File: config.mk
export PLATFORM = sky130hd
export DESIGN_NAME = rdlfc_top
export DESIGN_NICKNAME = d
export VERILOG_FILES = /design/src/rdlfc_pkg.sv /design/src/rdlfc_hdr_if.sv /design/src/rdlfc_top.sv /design/src/rdlfc_ctl_dec.sv
export VERILOG_INCLUDE_DIRS = /design/src
export SDC_FILE = /design/constraint.sdc
export NUM_CORES = 1
export LEC_CHECK = 0
export BUFFER_PORTS_ARGS = -buffer_cell sky130_fd_sc_hd__buf_2
export CAP_MARGIN = 30
export CORE_ASPECT_RATIO = 1.2
export CORE_UTILIZATION = 56
export CTS_CLUSTER_DIAMETER = 40
export CTS_CLUSTER_SIZE = 40
export DETAILED_ROUTE_END_ITERATION = 12
export PLACE_DENSITY = 0.81
export SLEW_MARGIN = 20
export SYNTH_ARGS = -nofsm -noshare
export SYNTH_HDL_FRONTEND = slang
export SYNTH_SLANG_ARGS = --single-unit
export TNS_END_PERCENT = 30
File: constraint.sdc
create_clock -name CLK -period 10.51 [get_ports CLK]
set_input_delay 1.051 -clock CLK [delete_from_list [all_inputs] [get_ports CLK]]
set_output_delay 1.051 -clock CLK [all_outputs]
set_load 0.01 [all_outputs]
File: src/rdlfc_defines.svh
// Register map, field positions, codes and reset values of the frame controller
// What this block does
// - In balanced mode either station starts, cancels or ends transfers with one command set.
// - In group mode only the initiating station sends data packets.
// - Disconnected mode neither sends nor accepts numbered command or response frames.
// - Each transmission opens with an address block carrying code 011010, then a control block.
// - A control packet may carry one extra control block after the first.
// - Data blocks per packet never exceed the run-time maximum, itself at most 64.
// - Control block holds 32-bit parameter, 7-bit sub-address, command flag, 8-bit control field.
// - Sub-addresses 1..126 are terminals, 0 matches nobody, 127 reaches every terminal.
// - A terminal accepts its own sub-address and its assigned group sub-address.
// - Sub-address is exactly seven bits; no bit ever extends it.
// - Command flag is 1 for commands, 0 for responses; received frames classified by it.
// - Control field leading 0 is information, 10 supervisory, 11 unnumbered; all carry poll/final.
// - Sequence numbers and state variables are 3 bits and wrap modulo 8.
// - An in-sequence information frame takes its send number from the send state.
// - Information and supervisory frames sent carry the receive state as receive number.
// - Send state steps once per information frame and stays within window K (1..7).
// - Receive state steps only for a good frame whose send number equals it.
// - A valid received receive number is loaded into the acknowledge state.
// - Poll/final is poll in commands, final in responses; poll asks for final.
// - After a poll command the next response sent carries final set.
// - One poll outstanding per direction; final only once per received poll.
// - Receive number in a final response is checked for needed retransmission.
// - Unnumbered information goes without recovery, flow control or acknowledgement.
// - Information frames are always commands and carry 1..maximum data blocks.
`ifndef RDLFC_DEFINES_SVH
`define RDLFC_DEFINES_SVH
`define RDLFC_OPCODE 6'h1a
`define RDLFC_REG_CTRL 8'h00
`define RDLFC_REG_GROUP 8'h04
`define RDLFC_REG_TXPAR 8'h08
`define RDLFC_REG_TXCMD 8'h0c
`define RDLFC_REG_STAT 8'h10
`define RDLFC_REG_RXPAR 8'h14
`define RDLFC_REG_RXHDR 8'h18
`define RDLFC_CTRL_RST 32'h0000_3038
`define RDLFC_F_MODE 1:0
`define RDLFC_F_INIT 2
`define RDLFC_F_K 5:3
`define RDLFC_F_MAXB 12:6
`define RDLFC_F_OWN 19:13
`define RDLFC_F_GADR 6:0
`define RDLFC_F_GEN 7
`define RDLFC_F_CONTROL_FIELD 7:0
`define RDLFC_F_DEST 14:8
`define RDLFC_F_CR 15
`define RDLFC_F_PF 16
`define RDLFC_F_NDAT 23:17
`define RDLFC_F_XTRA 24
`define RDLFC_MODE_DISC 2'h0
`define RDLFC_MODE_BAL 2'h1
`define RDLFC_MODE_GRP 2'h2
`define RDLFC_MAXB_CAP 7'h40
`define RDLFC_C_NS 3:1
`define RDLFC_C_PF 4
`define RDLFC_C_NR 7:5
`define RDLFC_C_SFN 3:2
`define RDLFC_C_KIND 1:0
`define RDLFC_KIND_S 2'h1
`define RDLFC_B_PAR 47:16
`define RDLFC_B_ADR 15:9
`define RDLFC_B_CR 8
`define RDLFC_B_CONTROL_FIELD 7:0
`define RDLFC_B_OPC 5:0
`define RDLFC_ADR_NONE 7'h00
`define RDLFC_ADR_ALL 7'h7f
`define RDLFC_SEQ_ONE 3'h1
`endif

File: src/rdlfc_pkg.sv
// Types shared by the frame controller modules
package rdlfc_pkg;
	typedef enum logic [2:0] {TX_IDLE, TX_ADDR, TX_CTL, TX_XTRA, TX_DATA} rdlfc_tx_t;
	typedef enum logic [1:0] {RX_ADDR, RX_CTL, RX_DATA, RX_SKIP} rdlfc_rx_t;
	typedef enum logic [1:0] {FMT_I, FMT_S, FMT_U} rdlfc_fmt_t;

	typedef struct packed {
		logic ack;
		logic [31:0] dat;
		logic [31:0] ctrl;
		logic [7:0] grp;
		logic [31:0] txpar;
		logic [31:0] txcmd;
		logic [2:0] vs;
		logic [2:0] vr;
		logic [2:0] va;
		logic fpend;
		logic pout;
		logic perr;
		logic refu;
		logic retx;
		rdlfc_tx_t tx_st;
		logic [6:0] tx_left;
		logic tx_vld;
		logic [47:0] tx_blk;
		logic tx_last;
		logic din_rdy;
		rdlfc_rx_t rx_st;
		logic rx_keep;
		logic [47:0] rx_hdr;
		logic rx_fresh;
		logic rxd_vld;
		logic [47:0] rxd_blk;
		logic rxd_last;
	} rdlfc_st_t;

	// Modulo-8 distance from b forward to a
	function automatic logic [2:0] rdlfc_dist(input logic [2:0] a, input logic [2:0] b);
		rdlfc_dist = a - b;
	endfunction : rdlfc_dist
endpackage : rdlfc_pkg

File: src/rdlfc_hdr_if.sv
// Control block decode bundle between the core and the decoder
`timescale 1ns/1ps
interface rdlfc_hdr_if;
	logic [47:0] blk;
	logic [6:0] own;
	logic [6:0] gadr;
	logic gen;
	logic [2:0] vs;
	logic [2:0] va;
	rdlfc_pkg::rdlfc_fmt_t fmt;
	logic cr;
	logic pf;
	logic [2:0] ns;
	logic [2:0] nr;
	logic hit;
	logic nr_ok;
	modport dec (input blk, own, gadr, gen, vs, va, output fmt, cr, pf, ns, nr, hit, nr_ok);
	modport core (output blk, own, gadr, gen, vs, va, input fmt, cr, pf, ns, nr, hit, nr_ok);
endinterface : rdlfc_hdr_if

File: src/rdlfc_top.sv
// Data-link frame controller: frame build, parse, sequence state, Wishbone registers
//
// Chosen here: register access over Wishbone and the register addresses.
`timescale 1ns/1ps
`include "rdlfc_defines.svh"
module rdlfc_top (
	input wire logic CLK, // 125 MHz clock
	input wire logic RESET, // Asynchronous reset, active high
	input wire logic [7:0] ADR_I, // Wishbone byte address
	input wire logic [31:0] DAT_I, // Wishbone write data
	output logic [31:0] DAT_O, // Wishbone read data
	input wire logic WE_I, // Wishbone write enable
	input wire logic [3:0] SEL_I, // Wishbone byte selects
	input wire logic CYC_I, // Wishbone cycle
	input wire logic STB_I, // Wishbone strobe
	output logic ACK_O, // Wishbone acknowledge
	output logic TX_VALID, // Outgoing block valid
	input wire logic TX_READY, // Link takes outgoing block
	output logic [47:0] TX_BLOCK, // Outgoing block
	output logic TX_LAST, // Last block of frame
	input wire logic DIN_VALID, // Payload block offered
	output logic DIN_READY, // Payload block taken
	input wire logic [47:0] DIN_BLOCK, // Payload block
	input wire logic RX_VALID, // Incoming block valid
	input wire logic [47:0] RX_BLOCK, // Incoming block
	input wire logic RX_LAST, // Last block of incoming frame
	input wire logic RX_ERR, // Frame damaged, with RX_LAST
	output logic RXD_VALID, // Delivered payload block valid
	output logic [47:0] RXD_BLOCK, // Delivered payload block
	output logic RXD_LAST // Last delivered block of frame
);
	import rdlfc_pkg::*;

	rdlfc_st_t q;
	rdlfc_st_t n;
	rdlfc_hdr_if hif ();

	rdlfc_ctl_dec u_dec (
		.h(hif.dec)
	);

	function automatic logic [31:0] lane_mask(input logic [3:0] sel);
		for (int i = 0; i < 4; i++) begin
			lane_mask[i*8 +: 8] = {8{sel[i]}};
		end
	endfunction : lane_mask

	logic [31:0] wmask;
	logic wr;
	logic rd;
	logic slot_free;
	logic [31:0] cmd;
	logic [7:0] cmd_control_field;
	logic cmd_i;
	logic cmd_num;
	logic cmd_cr;
	logic cmd_pf;
	logic cmd_xtra;
	logic [6:0] cmd_ndat;
	logic [6:0] maxb;
	logic refuse;
	logic [7:0] control_field_out;
	logic rx_end;
	logic rx_num;
	logic rx_apply;

	always_comb begin
		hif.blk = (q.rx_st == RX_CTL) ? RX_BLOCK : q.rx_hdr;
		hif.own = q.ctrl[`RDLFC_F_OWN];
		hif.gadr = q.grp[`RDLFC_F_GADR];
		hif.gen = q.grp[`RDLFC_F_GEN];
		hif.vs = q.vs;
		hif.va = q.va;
	end

	always_comb begin
		n = q;
		wmask = lane_mask(SEL_I);
		wr = CYC_I && STB_I && !q.ack && WE_I;
		rd = CYC_I && STB_I && !q.ack && !WE_I;
		n.ack = CYC_I && STB_I && !q.ack;
		n.dat = 32'h0;
		n.tx_vld = q.tx_vld && !TX_READY;
		slot_free = !q.tx_vld || TX_READY;
		n.rxd_vld = 1'b0;
		n.rxd_last = 1'b0;

		// Clamp the data-block limit at 64
		maxb = (q.ctrl[`RDLFC_F_MAXB] > `RDLFC_MAXB_CAP) ? `RDLFC_MAXB_CAP :
			q.ctrl[`RDLFC_F_MAXB];

		// Command decode for a TXCMD write
		cmd = (q.txcmd & ~wmask) | (DAT_I & wmask);
		cmd_i = !cmd[0];
		cmd_num = cmd_i || (cmd[`RDLFC_C_KIND] == `RDLFC_KIND_S);
		cmd_ndat = cmd[`RDLFC_F_NDAT];
		cmd_cr = cmd_i ? 1'b1 : cmd[`RDLFC_F_CR];
		// A response carries final exactly when a poll is waiting for it
		cmd_pf = cmd_cr ? cmd[`RDLFC_F_PF] : q.fpend;
		cmd_xtra = cmd[`RDLFC_F_XTRA] && !cmd_i && (cmd_ndat == 7'h0);
		cmd_control_field = cmd[`RDLFC_F_CONTROL_FIELD];
		if (cmd_i) begin
			control_field_out = {q.vr, cmd_pf, q.vs, 1'b0};
		end else if (cmd_num) begin
			control_field_out = {q.vr, cmd_pf, cmd_control_field[3:0]};
		end else begin
			control_field_out = {cmd_control_field[7:5], cmd_pf, cmd_control_field[3:0]};
		end
		refuse = (q.tx_st != TX_IDLE) ||
			(q.ctrl[`RDLFC_F_MODE] == `RDLFC_MODE_DISC && cmd_num) ||
			(q.ctrl[`RDLFC_F_MODE] == `RDLFC_MODE_GRP && !q.ctrl[`RDLFC_F_INIT] &&
				cmd_ndat != 7'h0) ||
			(cmd_ndat > maxb) ||
			(cmd_i && cmd_ndat == 7'h0) ||
			(cmd_i && rdlfc_dist(q.vs, q.va) >= q.ctrl[`RDLFC_F_K]) ||
			(cmd_cr && cmd_pf && q.pout);

		// Register writes; sticky status bits clear on a written one
		if (wr) begin
			case (ADR_I)
				`RDLFC_REG_CTRL: n.ctrl = (q.ctrl & ~wmask) | (DAT_I & wmask);
				`RDLFC_REG_GROUP: n.grp = (q.grp & ~wmask[7:0]) | (DAT_I[7:0] & wmask[7:0]);
				`RDLFC_REG_TXPAR: n.txpar = (q.txpar & ~wmask) | (DAT_I & wmask);
				`RDLFC_REG_TXCMD: begin
					if (refuse) begin
						n.refu = 1'b1;
					end else begin
						n.txcmd = {7'h0, cmd_xtra, cmd_ndat, cmd_pf, cmd_cr,
							cmd[`RDLFC_F_DEST], control_field_out};
						n.tx_left = cmd_ndat;
						n.tx_st = TX_ADDR;
						if (cmd_i) begin
							n.vs = q.vs + `RDLFC_SEQ_ONE;
						end
						if (cmd_cr && cmd_pf) begin
							n.pout = 1'b1;
						end
						if (!cmd_cr && cmd_pf) begin
							n.fpend = 1'b0;
						end
					end
				end
				`RDLFC_REG_STAT: begin
					n.perr = q.perr && !DAT_I[12];
					n.refu = q.refu && !DAT_I[13];
					n.retx = q.retx && !DAT_I[14];
				end
				default: begin
				end
			endcase
		end

		// Read data; reading RXHDR retires the fresh flag
		if (rd) begin
			case (ADR_I)
				`RDLFC_REG_CTRL: n.dat = q.ctrl;
				`RDLFC_REG_GROUP: n.dat = {24'h0, q.grp};
				`RDLFC_REG_TXPAR: n.dat = q.txpar;
				`RDLFC_REG_TXCMD: n.dat = q.txcmd;
				`RDLFC_REG_STAT: n.dat = {17'h0, q.retx, q.refu, q.perr, q.pout, q.fpend,
					q.tx_st != TX_IDLE, q.va, q.vr, q.vs};
				`RDLFC_REG_RXPAR: n.dat = q.rx_hdr[`RDLFC_B_PAR];
				`RDLFC_REG_RXHDR: begin
					n.dat = {15'h0, q.rx_fresh, q.rx_hdr[15:0]};
					n.rx_fresh = 1'b0;
				end
				default: n.dat = 32'h0;
			endcase
		end

		// Transmit sequencer: address, control, optional extra control, payload
		case (q.tx_st)
			TX_ADDR: begin
				if (slot_free) begin
					n.tx_vld = 1'b1;
					n.tx_blk = {42'h0, `RDLFC_OPCODE};
					n.tx_last = 1'b0;
					n.tx_st = TX_CTL;
				end
			end
			TX_CTL: begin
				if (slot_free) begin
					n.tx_vld = 1'b1;
					n.tx_blk = {q.txpar, q.txcmd[`RDLFC_F_DEST], q.txcmd[`RDLFC_F_CR],
						q.txcmd[`RDLFC_F_CONTROL_FIELD]};
					n.tx_last = (q.tx_left == 7'h0) && !q.txcmd[`RDLFC_F_XTRA];
					if (q.txcmd[`RDLFC_F_XTRA]) begin
						n.tx_st = TX_XTRA;
					end else if (q.tx_left != 7'h0) begin
						n.tx_st = TX_DATA;
					end else begin
						n.tx_st = TX_IDLE;
					end
				end
			end
			TX_XTRA, TX_DATA: begin
				if (DIN_VALID && q.din_rdy) begin
					n.tx_vld = 1'b1;
					n.tx_blk = DIN_BLOCK;
					n.tx_last = (q.tx_st == TX_XTRA) || (q.tx_left == 7'h1);
					if (q.tx_st == TX_DATA) begin
						n.tx_left = q.tx_left - 7'h1;
					end
					if (n.tx_last) begin
						n.tx_st = TX_IDLE;
					end
				end
			end
			default: begin
			end
		endcase
		n.din_rdy = ((n.tx_st == TX_XTRA) || (n.tx_st == TX_DATA)) && !n.tx_vld;

		// Receive parser
		rx_end = 1'b0;
		rx_num = (hif.fmt != FMT_U);
		rx_apply = 1'b0;
		if (RX_VALID) begin
			case (q.rx_st)
				RX_ADDR: begin
					if (!RX_LAST) begin
						n.rx_st = (RX_BLOCK[`RDLFC_B_OPC] == `RDLFC_OPCODE) ? RX_CTL : RX_SKIP;
					end
				end
				RX_CTL: begin
					n.rx_hdr = RX_BLOCK;
					n.rx_keep = hif.hit && !(q.ctrl[`RDLFC_F_MODE] == `RDLFC_MODE_DISC &&
						rx_num);
					rx_end = RX_LAST;
					n.rx_st = RX_LAST ? RX_ADDR : RX_DATA;
				end
				RX_DATA: begin
					n.rxd_vld = q.rx_keep;
					n.rxd_blk = RX_BLOCK;
					n.rxd_last = RX_LAST && q.rx_keep;
					rx_end = RX_LAST;
					if (RX_LAST) begin
						n.rx_st = RX_ADDR;
					end
				end
				default: begin
					if (RX_LAST) begin
						n.rx_st = RX_ADDR;
					end
				end
			endcase
		end
		rx_apply = rx_end && !RX_ERR && hif.hit &&
			!(q.ctrl[`RDLFC_F_MODE] == `RDLFC_MODE_DISC && rx_num);
		if (rx_apply) begin
			n.rx_fresh = 1'b1;
			if (hif.fmt == FMT_I && !hif.cr) begin
				n.perr = 1'b1;
			end else begin
				if (hif.fmt == FMT_I && hif.ns == q.vr) begin
					n.vr = q.vr + `RDLFC_SEQ_ONE;
				end
				if (rx_num) begin
					if (hif.nr_ok) begin
						n.va = hif.nr;
					end else begin
						n.perr = 1'b1;
					end
				end
				if (hif.cr && hif.pf) begin
					n.fpend = 1'b1;
				end
				if (!hif.cr && hif.pf) begin
					n.pout = 1'b0;
					if (rx_num && hif.nr != q.vs) begin
						n.retx = 1'b1;
					end
				end
			end
		end
	end

	always_ff @(posedge CLK or posedge RESET) begin
		if (RESET) begin
			q <= '0;
			q.ctrl <= `RDLFC_CTRL_RST;
			q.tx_st <= TX_IDLE;
			q.rx_st <= RX_ADDR;
		end else begin
			q <= n;
		end
	end

	always_comb begin
		ACK_O = q.ack;
		DAT_O = q.dat;
		TX_VALID = q.tx_vld;
		TX_BLOCK = q.tx_blk;
		TX_LAST = q.tx_last;
		DIN_READY = q.din_rdy;
		RXD_VALID = q.rxd_vld;
		RXD_BLOCK = q.rxd_blk;
		RXD_LAST = q.rxd_last;
	end
endmodule : rdlfc_top

File: src/rdlfc_ctl_dec.sv
// Decoder for a received control block
`timescale 1ns/1ps
`include "rdlfc_defines.svh"
module rdlfc_ctl_dec (
	rdlfc_hdr_if.dec h // Control block and station context
);
	import rdlfc_pkg::*;

	logic [7:0] control_field;
	logic [6:0] adr;

	always_comb begin
		control_field = h.blk[`RDLFC_B_CONTROL_FIELD];
		adr = h.blk[`RDLFC_B_ADR];
		h.cr = h.blk[`RDLFC_B_CR];
		h.pf = control_field[`RDLFC_C_PF];
		h.ns = control_field[`RDLFC_C_NS];
		h.nr = control_field[`RDLFC_C_NR];
		if (!control_field[0]) begin
			h.fmt = FMT_I;
		end else if (control_field[`RDLFC_C_KIND] == `RDLFC_KIND_S) begin
			h.fmt = FMT_S;
		end else begin
			h.fmt = FMT_U;
		end
		// Address zero never matches, not even a register left at zero
		h.hit = (adr != `RDLFC_ADR_NONE) && ((adr == `RDLFC_ADR_ALL) || (adr == h.own) ||
			(h.gen && adr == h.gadr));
		h.nr_ok = rdlfc_dist(h.nr, h.va) <= rdlfc_dist(h.vs, h.va);
	end
endmodule : rdlfc_ctl_dec

== Yosys cells after proc, flatten, opt, wreduce, memory -nomap -nowiden ==
Index checks and enable logic that the tools add are counted.

* Eq/ne operators: 30
* Mux-type cells: 56
* $add $sub $neg: 5
* Bitwise gates (word level): 15
* Reductions and logical operators: 91
* Order comparisons: 4

{| class="wikitable"
|+ Operators by type and width
! kind !! number
|-
| $pmux 32 s7 || 1
|-
| $mux 50 || 4
|-
| $pmux 50 s3 || 1
|-
| $and 32x32->32 || 3
|-
| $or 32x32->32 || 2
|-
| $mux 60 || 1
|-
| $logic_and 1x1->1 || 34
|-
| $mux 32 || 1
|-
| $not 32->32 || 1
|-
| $and 25x25->25 || 1
|-
| $or 25x25->25 || 1
|-
| $eq 8x5->1 const B || 3
|-
| $mux 1 || 21
|-
| $mux 7 || 3
|-
| $reduce_bool 7->1 || 3
|-
| $mux 10 || 2
|-
| $mux 2 || 9
|-
| $mux 3 || 6
|-
| $and 8x8->8 || 2
|-
| $eq 8x4->1 const B || 2
|-
| $mux 16 || 1
|-
| $mux 8 || 2
|-
| $logic_not 1->1 || 15
|-
| $mux 15 || 1
|-
| other kinds (36) || 81
|}

* Register bits after elaboration: 307
* Output and inout port bits: 134

== Depth between registers and ports, before layout ==
Gate-level depths: netlist of run 1.

* Word-level depth: 21
* Gate-level depth with buffers: 18

== Modules after synthesis ==
From an unflattened synthesis of run 1, not the netlist that was laid out.

* Cells, all modules: 1330
* Area, all modules: 15479.8 um^2

{| class="wikitable"
|+ Modules (own cells, without submodules)
! module !! instances !! area each (um^2) !! seq. area each (um^2) !! cells an instance
|-
| rdlfc_top || 1 || 15028.2 || 7663.6 || 1275
|-
| rdlfc_ctl_dec || 1 || 451.7 || 0.0 || 55
|}

== Least setup slack after synthesis of run 1 ==
OpenSTA, ideal clock, no wires.

* Kind: register to register
* Start point: register q[101] (netlist bit)
* End point: register q, in the netlist hif.va[1]
* Required time: 10.385 ns
* Data arrival time: 3.747 ns
* Slack: 6.638 ns
* Setup time: 0.125 ns
* Stages on the path, launching flop included: 19
* Path buffers: 3
* Path through: dfrtp_1 -> inv_1 -> ha_1 -> clkbuf_1 -> buf_2 -> buf_2 -> mux2i_1 -> ha_1 -> inv_1 -> fa_1 -> xnor2_1 -> xnor2_1 -> ha_1 -> o21a_1 -> o21ai_0 -> o21ai_0 -> nor2_1 -> nand4_1 -> mux2_2

* Longest elaborated chain between the ends: 10
* Elaborated cells on any way between the ends: 30
* Those cells by class: add/sub: 1; order compare: 1; eq/ne: 7; mux: 5; bitwise: 1; reduce/logical: 15

{| class="wikitable"
|+ RTL lines
! item !! RTL line !! source
|-
| start, declared || rdlfc_top.sv:34 || <nowiki>rdlfc_st_t q;</nowiki>
|-
| start signal, assigned || rdlfc_top.sv:285 || <nowiki>q <= n;</nowiki>
|-
| parallel branches: the longest is 10 deep, another holds $sub 3x3->3 || n/a ||
|}

Parallel ways; which one is timed is not known.
A chain may end at the register's enable or synchronous reset.

==> results.md, run 1 <==
- The run finished with clean final reports.
- The endpoint of the worst hold path is ACK_O.
- The routed design uses 20,100 µm of met2 wire.
- Max-cap violations in this run came to 0.
- The peak clock frequency supported by timing is 258 MHz.
- The min-delay analysis places its worst path in the category reg -> reg.
- The number of nets in the synthesized netlist is 1,433.
- The via-per-instance ratio is 6.14.
- The final period utilization is 0.369.
- The signal on the critical path passes through inv_1, ha_1, inv_1, fa_1, xor2_1, ha_1, o21ai_0, nor2_1, or3_4, nor4b_4, nand2_4, mux2_4.
- The number of I/O port buffers is 283.
- The cell count of the worst hold path is 1.
- The critical path in this run is classified as reg -> reg.
- The most frequently used cell type in the post-synthesis netlist is dfrtp_1.
- Across all layers, the routed design uses 10,900 vias.
- The number of search-and-repair iterations in the first detailed-routing pass is 7.
- The final count of pins violating max slew is 0.
- The first global-routing pass estimated 61,200 µm of wire.
- The number of distinct library cells after synthesis is 71.
- The async set-reset flop share out of synthesis is 1.00.
- The element type at the critical path start is a register.
- The area of the die is 27,400 µm².
- The most used flip-flop cell after synthesis is dfrtp_1.
- The startpoint identified for the worst register-to-register timing path is hif.vs[0].
- After synthesis, the most frequently instantiated cells are 301 x dfrtp_1, 190 x mux2_2, 128 x buf_4.
- The total met3 wirelength after detailed routing is 2910 µm.
- 284 I/O pins were placed.
- For this run, the number of Yosys warnings is 0.
- The detailed router finished its first iteration with 1,003 violations.
- No sink is reached through more buffers than the 3 on the longest clock path.
- The register area is 7660 µm².
- The slew of the pin with the lowest slew margin is 1.12 ns.
- The fraction of layout instances using a drive strength above 1 is 0.409.
- The number of placed cells counting well taps is 1,704.
- The detail route stage leaves a number of antenna-violating nets equal to 0.
- The clock tree root driver cell is clkbuf_16.
- In this run the number of H-tree levels came out at 2.
- Global routing finished with a remaining overflow of 0.
- After the flow finishes, the layout carries non-filler instances totaling 1,780.
- The netlist area before placement is 15,000 µm².
- The highest net fanout along the worst path is 13.
- Once layout is complete, the utilization of the core stands at 0.655.
- The floorplan die width is 151 µm.
- In this run the tightest slew margin relative to its limit is 0.246.
- The largest individual stage delay along the critical path comes from the cell nor4b_4.
- The final layout contains routed wiring with a total length of 40,200 µm.
- The leakage power total is 8.72 nW.
- Counting cells, the worst reg-to-reg path comes to 12.
- Setup repair after global routing left no endpoint under its margin.
- The wire-length estimate of the detail-placed layout is 29,000 µm.
- The CTS tree is built.
- The number of setup violations in the final report is 0.
- The data required time at the worst endpoint is 10.91 ns.
- For the worst-skew pair, the clock arrives at the later sink with an insertion delay of 0.53 ns.
- The area inside the core boundary is 26,300 µm².
- In this run the mean area of a mapped cell was 11.9 µm².
- The fraction of post-synthesis cell area in the top cell type by area is 0.502.
- The number of hold violations in the final report was 0.
- The worst path in the final design needs a cycle of 3.88 ns, including I/O delays and setup.
- Clock-pin slew was measured on the worst setup and hold paths at 0.06 ns.
- The library cell with the largest summed area after synthesis is dfrtp_1.
- The initial antenna violation count is 4.
- Counting the fill cells in the layout gives 1,980.
- The net total in the final layout is 1,586.
- The number of instances in the synthesized netlist is 1,259.
- The TritonCTS buffer count is 39.
- The remaining routing DRC violations is 0.
- The setup TNS after final layout is 0 ns.
- The overall routing resource usage is 0.295.
- The number of hold-repair buffers added at the cts stage is 0.
- Summing all multi-input logic gate instances after layout gives 5880 µm².
- The kind of cell adding the most delay to the critical path is simple AND/OR/NAND/NOR gates.
- The floorplan step set the die height to 181 µm.
- The routed wire length per instance is 22.6 µm.
- The largest net degree at the start of global routing is 164.
- The cell row count is 65.
- The critical path capture point type is a register.
- The number of enable flip-flop cells after synthesis is 0.
- The number of buffers and inverters on the critical path is 2.
- The worst register-to-register path has a setup slack of 6.63 ns.
- Of the synthesized area, sequential elements account for 0.511.
- Signal routing reaches up to met5.
- The number of synthesized register bits is 306.
- Across the VDD grid, the largest voltage drop is 0.000159 V.
- Routability-driven placement finished with a final weighted congestion of 0.957.
- The largest clock skew in the final design is 0.0263 ns.
- The clock net in this run drives a total of 306 sinks.
- The number of global-route vias before repair was 10,900.
- The detailed router put a total of 15,100 µm of wire on met1.
- The power density over the cells is 213 nW/µm².
- The number of post-CTS setup repair buffers is 0.
- Yosys attributes the largest share of cell area to dfrtp_1 50%, mux2_2 14%, buf_4 6.4%, a222oi_1 4.2%, a22oi_1 2.8%.
- After clock tree synthesis, the repair step resized 0 gates.
- The critical path data arrival time is 4.28 ns.
- The longest individual stage delay on the worst path is 0.80 ns.
- The initial utilization of the core area, before any placement, comes to 0.571.
- From synthesis to final layout, the design area changed by 14.9%.
- The startpoint identified for the worst hold timing path is ACK_O.
- The power consumption is 0.00366 W.
-- cell type report --
cell class              instances  area share
flip-flops and latches        306       0.445
repair buffers                298      0.0933
clock buffers                  42      0.0591
clock inverters                28      0.0194
diodes                          4    0.000581
well taps                     335      0.0243
multi-input cells             691       0.341
inverters                      76      0.0170
-- worst max path at each step --
stage / from / to / slack [ns] / cells past startpoint
after floorplan: RESET / ACK_O / 1.01 / 1
after global placement: SEL_I[2] / register / 6.40 / 10
after detailed placement: SEL_I[2] / register / 6.29 / 10
after CTS: hif.vs[0] / register / 6.69 / 12
after global routing: hif.vs[0] / register / 6.43 / 12
final: hif.vs[0] / register / 6.63 / 12
-- report_power, final --
group | switching, W | total, W | internal, W
clock | 0.000554 | 0.00138 | 0.000822
combinational | 0.000375 | 0.000761 | 0.000386
sequential | 0.000148 | 0.00152 | 0.00138
-- placed cells by master, fill, tap and decap left out, drive strengths merged, types with 5 or more instances in the layout --
master / instances
xnor2: 19
mux2i: 20
clkbuf: 42
a31oi: 18
dfstp: 5
and2: 5
o21ai: 20
xor2: 9
nand3: 26
a21o: 5
dfrtp: 301
nand2: 40
clkinv: 10
a222oi: 63
nor4: 6
a21oi: 36
ha: 22
mux2: 197
nor2b: 10
nand2b: 5
buf: 298
inv: 87
nand4: 7
nor2: 38
nand3b: 7
a22oi: 56
or3: 11
nor3: 7
-- through the flow --
| stage | instance area [µm²] | setup slack (ns) | hold WS (ns) |
|---|---|---|---|
| after floorplan | 15000 | 1.01 | 0.449 |
| after global placement | 15800 | 6.40 | 0.464 |
| after detailed placement | 15800 | 6.29 | 0.475 |
| after CTS | 17200 | 6.69 | 0.485 |
| after global routing | 17200 | 6.43 | 0.503 |
| final | 17200 | 6.63 | 0.484 |
-- worst reg2reg max path, delay by kind of cell, from the launching register on --
kind | cells | cell delay [ns]
xor gates and xnor gates | 1 | 0.21
DFF | 1 | 0.45
buffers and inverters | 2 | 0.23
AOI/OAI and AO/OA | 1 | 0.24
adders and majority gates | 3 | 0.80
muxes | 1 | 0.35
and+or+nand+nor | 4 | 1.48
-- layer usage --
metal	global-route usage	up-vias
met5	0	-
met2	0.487	527
met3	0.0540	129
met1	0.364	5446
li1	-	4820
met4	0.157	2
-- logic make-up (layout without fill, tap and decap cells) --
group	Yosys count	after routing	share of synthesized area
AO/OA/AOI/OAI	237	237	0.121
flip-flops	306	306	0.511
adder cells (fa/ha/maj)	24	24	0.0210
XOR/XNOR	28	28	0.0164
multiplexers	217	217	0.163
other	0	4	0
buffers and inverters	262	444	0.0986
AND/OR/NAND/NOR	185	185	0.0684
(Power assumes the default switching activity.)
==> run 2: changes to the inputs <==
ABC_AREA = 1   (was default)
PLACE_DENSITY = 0.8   (was 0.81)
clock period = 3.8 ns   (was 10.51 ns; I/O delays follow)
==> results.md, run 2 <==
- For this design the static power due to leakage is 9.15 nW.
- Across the run, the number of max-cap violations was 0.
- The floorplan die width is 153 µm.
- In this run the standard cell core region covers 27,100 µm².
- The clock-pin slew on the worst setup and hold paths is 0.07 ns.
- Measured in cells, the most critical reg-to-reg path has a length of 15.
- On the worst path, the slowest cell contributes a delay of 0.45 ns.
- The largest net degree at the start of global routing is 109.
- The initial core utilization is 0.569.
- The critical path goes through inv_1, ha_1, o21ai_0, ha_1, inv_1, fa_1, xnor2_1, xnor2_1, ha_1, a21oi_1, a32oi_1, nor2_1, nand2_1, nand2_1, o21ai_1.
- The critical path in this run is classified as reg -> reg.
- The die covers 28,200 µm².
- 284 I/O pins were placed.
- The count of warnings emitted by yosys is 0.
- The library cell used most frequently in the layout, excluding fill and tap cells, is nand2_1.
- The clock passes through at most 3 buffers.
- The area growth from synthesis to layout is 14.4%.
- The async set-reset flop share out of synthesis is 1.00.
- The element type at the critical path start is a register.
- The kind of cell adding the most delay to the critical path is adder cells.
- In this run, the number of DRC markers left after iteration 0 of detailed routing was 1,325.
- The number of I/O port buffers is 283.
- Measured along the y axis, the die boundary spans 184 µm.
- The final period utilization is 0.845.
- The critical path starts at q[101].
- The library cell with the largest summed area after synthesis is dfrtp_1.
- Based on the critical path, the design can be clocked at up to 311 MHz.
- The cell seen most often among critical-path stages is ha_1.
- The clock tree root driver cell is clkbuf_16.
- The TritonCTS sink count is 306.
- For this run, the leading register cell type out of synthesis is dfrtp_1.
- The number of enable flip-flop cells after synthesis is 0.
- The worst setup path is captured at a register.
- The first global-routing pass estimated 70,200 µm of wire.
- The number of global-route vias before repair is 12,800.
- The number of search-and-repair iterations in the first detailed-routing pass is 5.
- The netlist area before placement is 15,400 µm².
- Yosys attributes the largest share of cell area to dfrtp_1 49%, nand2_1 13%, o21ai_0 7.0%, buf_4 6.3%, inv_1 5.4%.
- The largest vdd supply drop is 0.000468 V.
- In this run the worst hold path is classified as in -> reg.
- Averaged over all synthesized cells, the footprint is 8.18 µm².
- Dividing the detail-routed wire length by the instance count gives 18.7 µm.
- The clock period could shrink to 3.21 ns.
- In the layout the commonest cells are 536 x nand2_1, 301 x dfrtp_1, 283 x buf_2.
- The via count is 13,300.
- The critical-path cell with the highest stage delay is o21ai_0.
- The initial antenna violation count is 2.
- The wire-length estimate of the detail-placed layout is 33,800 µm.
- When the netlist entered floorplanning its net count stood at 2,059.
- The number of hold violations in the final report was 0.
- The slew of the pin with the lowest slew margin is 0.845 ns.
- For this run, the post-layout net count is 2,209.
- In this run the number of H-tree levels came out at 2.
- The critical path data arrival time is 3.62 ns.
- The via-per-instance ratio is 5.53.
- Of the post-synthesis cell area, the dominant cell type holds 0.489.
- The last weighted congestion value of the routability-driven placer is 0.987.
- Synthesis produced 1,885 cells.
- At the worst endpoint, the required time is 4.21 ns.
- The capture point of the worst path is hif.va[2].
- The CTS tree is built.
- The TritonCTS buffer count is 39.
- The later-pin clock latency in the skew report is 0.55 ns.
- The share of the Yosys chip area taken by registers is 0.497.
- Once routing completed, OpenROAD measured the worst setup slack at 0.587 ns.
- Setup repair after global routing left no endpoint under its margin.
- For the final database, setup skew stands at 0.0247 ns.
- The sum of routed wire length over all layers is 45,100 µm.
- Dividing total power by cell area gives a power density of 564 nW/µm².
- The number of distinct library cells after synthesis is 51.
- The worst flop-to-flop path startpoint is q[101].
- The run finished with clean final reports.
- The critical path runs through a total of 15 cells.
- nand2_1 is the most common cell in the netlist.
- The number of synthesized register bits is 306.
- The cell row count is 66.
- The number of buffers and inverters on the critical path is 2.
- The worst hold slack is 0.0629 ns.
- In this run the tightest slew margin relative to its limit is 0.432.
- The number of setup violations in the final report is 0.
- The worst slack at placement is 0.620 ns.
- Once detail routing completed, the nets flagged for antenna violations numbered 0.
- Global routing finished with a remaining overflow of 0.
- The highest net fanout along the worst path is 5.
- The overall routing resource usage is 0.322.
- The final count of pins violating max slew is 0.
- By count the netlist is led by 538 x nand2_1, 301 x dfrtp_1, 221 x inv_1.
- Of the cells placed in the final design, the portion with a size suffix greater than 1 is 0.201.
- Post-CTS timing repair inserted 0 buffers for setup.
- The setup TNS after final layout is 0 ns.
- The endpoint of the worst register-to-register path is hif.va[2].
- For this run, the share of the core covered by cells in the final layout is 0.651.
- In the routed design, unresolved DRC markers number 0.
- For flop-to-flop paths, the worst setup slack is 0.59 ns.
## run 2: cell types whose count changed in the layout (fill, tap and decap cells not counted), sizes merged, moves of 55 or more
cell / before / now
o21ai: 20 / 233
nand2: 40 / 545
inv: 87 / 234
a22oi: 56 / 1
mux2: 197 / 0
a222oi: 63 / 0
## run 2: stage by stage
| stage | instances | power (W) | cell area, µm² |
|---|---|---|---|
| 6_report | 2407 | 0.00994 | 17600 |
| 2_1_floorplan | 1885 | 0.00571 | 15400 |
| 4_1_cts | 2405 | 0.00999 | 17600 |
| 3_5_place_dp | 2333 | 0.00616 | 16200 |
| 5_1_grt | 2407 | 0.0105 | 17600 |
| 3_3_place_gp | 2332 | 0.00608 | 16200 |
## run 2: layout make-up
cell class / count / area (µm²)
diodes: 2 / 5.00
clock buffers: 40 / 980
clock inverters: 31 / 392
fillers: 2299 / 9460
inverters: 225 / 848
multi-input cells: 1156 / 5660
flip-flops and latches: 306 / 7660
well taps: 340 / 425
repair buffers: 307 / 1660
## run 2: power breakdown
part           internal [W]  total [W]  switching, W
clock network       0.00219    0.00380       0.00161
registers           0.00377    0.00412      0.000344
logic              0.000719    0.00202       0.00130
## run 2: repair_timing
item	4_1_cts	5_1_grt
hold endpoints to repair	17	0
hold buffers	1	0
resized for setup	0	0
## run 2: how the worst min path moves through the flow
stage / startpoint / to / slack [ns] / cells past startpoint
2_1_floorplan: q[164] / q[164] / 0.44 / 2
6_report: DIN_BLOCK[38] / TX_BLOCK[38] / 0.06 / 3
4_1_cts: DIN_BLOCK[38] / TX_BLOCK[38] / 0.05 / 3
3_5_place_dp: hif.va[1] / hif.va[1] / 0.46 / 2
5_1_grt: DIN_BLOCK[35] / TX_BLOCK[35] / 0.06 / 3
3_3_place_gp: q[164] / q[164] / 0.46 / 2
## run 2: layer usage
layer | global-route usage | wire, µm | vias up
met1 | 0.430 | 19100 | 6314
li1 | - | - | 6276
met3 | 0.0552 | 3200 | 113
met5 | 0 | 0 | -
met2 | 0.519 | 20800 | 606
met4 | 0.144 | 1950 | 0
## run 2: logic make-up (layout without fill, tap and decap cells)
group,Yosys count,in the layout,synth area share
muxes,1,1,0.000649
DFF,306,306,0.497
and+or+nand+nor,753,753,0.200
AOI/OAI and AO/OA,366,366,0.137
buffers and inverters,423,603,0.138
other,0,2,0
xor gates and xnor gates,12,12,0.00682
adders and majority gates,24,24,0.0205
## run 2: worst register-to-register path: cells and delay by family, from the launching register on
kind	cells	cell delay (ns)
buffers and inverters	2	0.13
DFF	1	0.35
and+or+nand+nor	3	0.40
xor gates and xnor gates	2	0.30
adders and majority gates	4	1.19
AOI/OAI and AO/OA	4	0.72
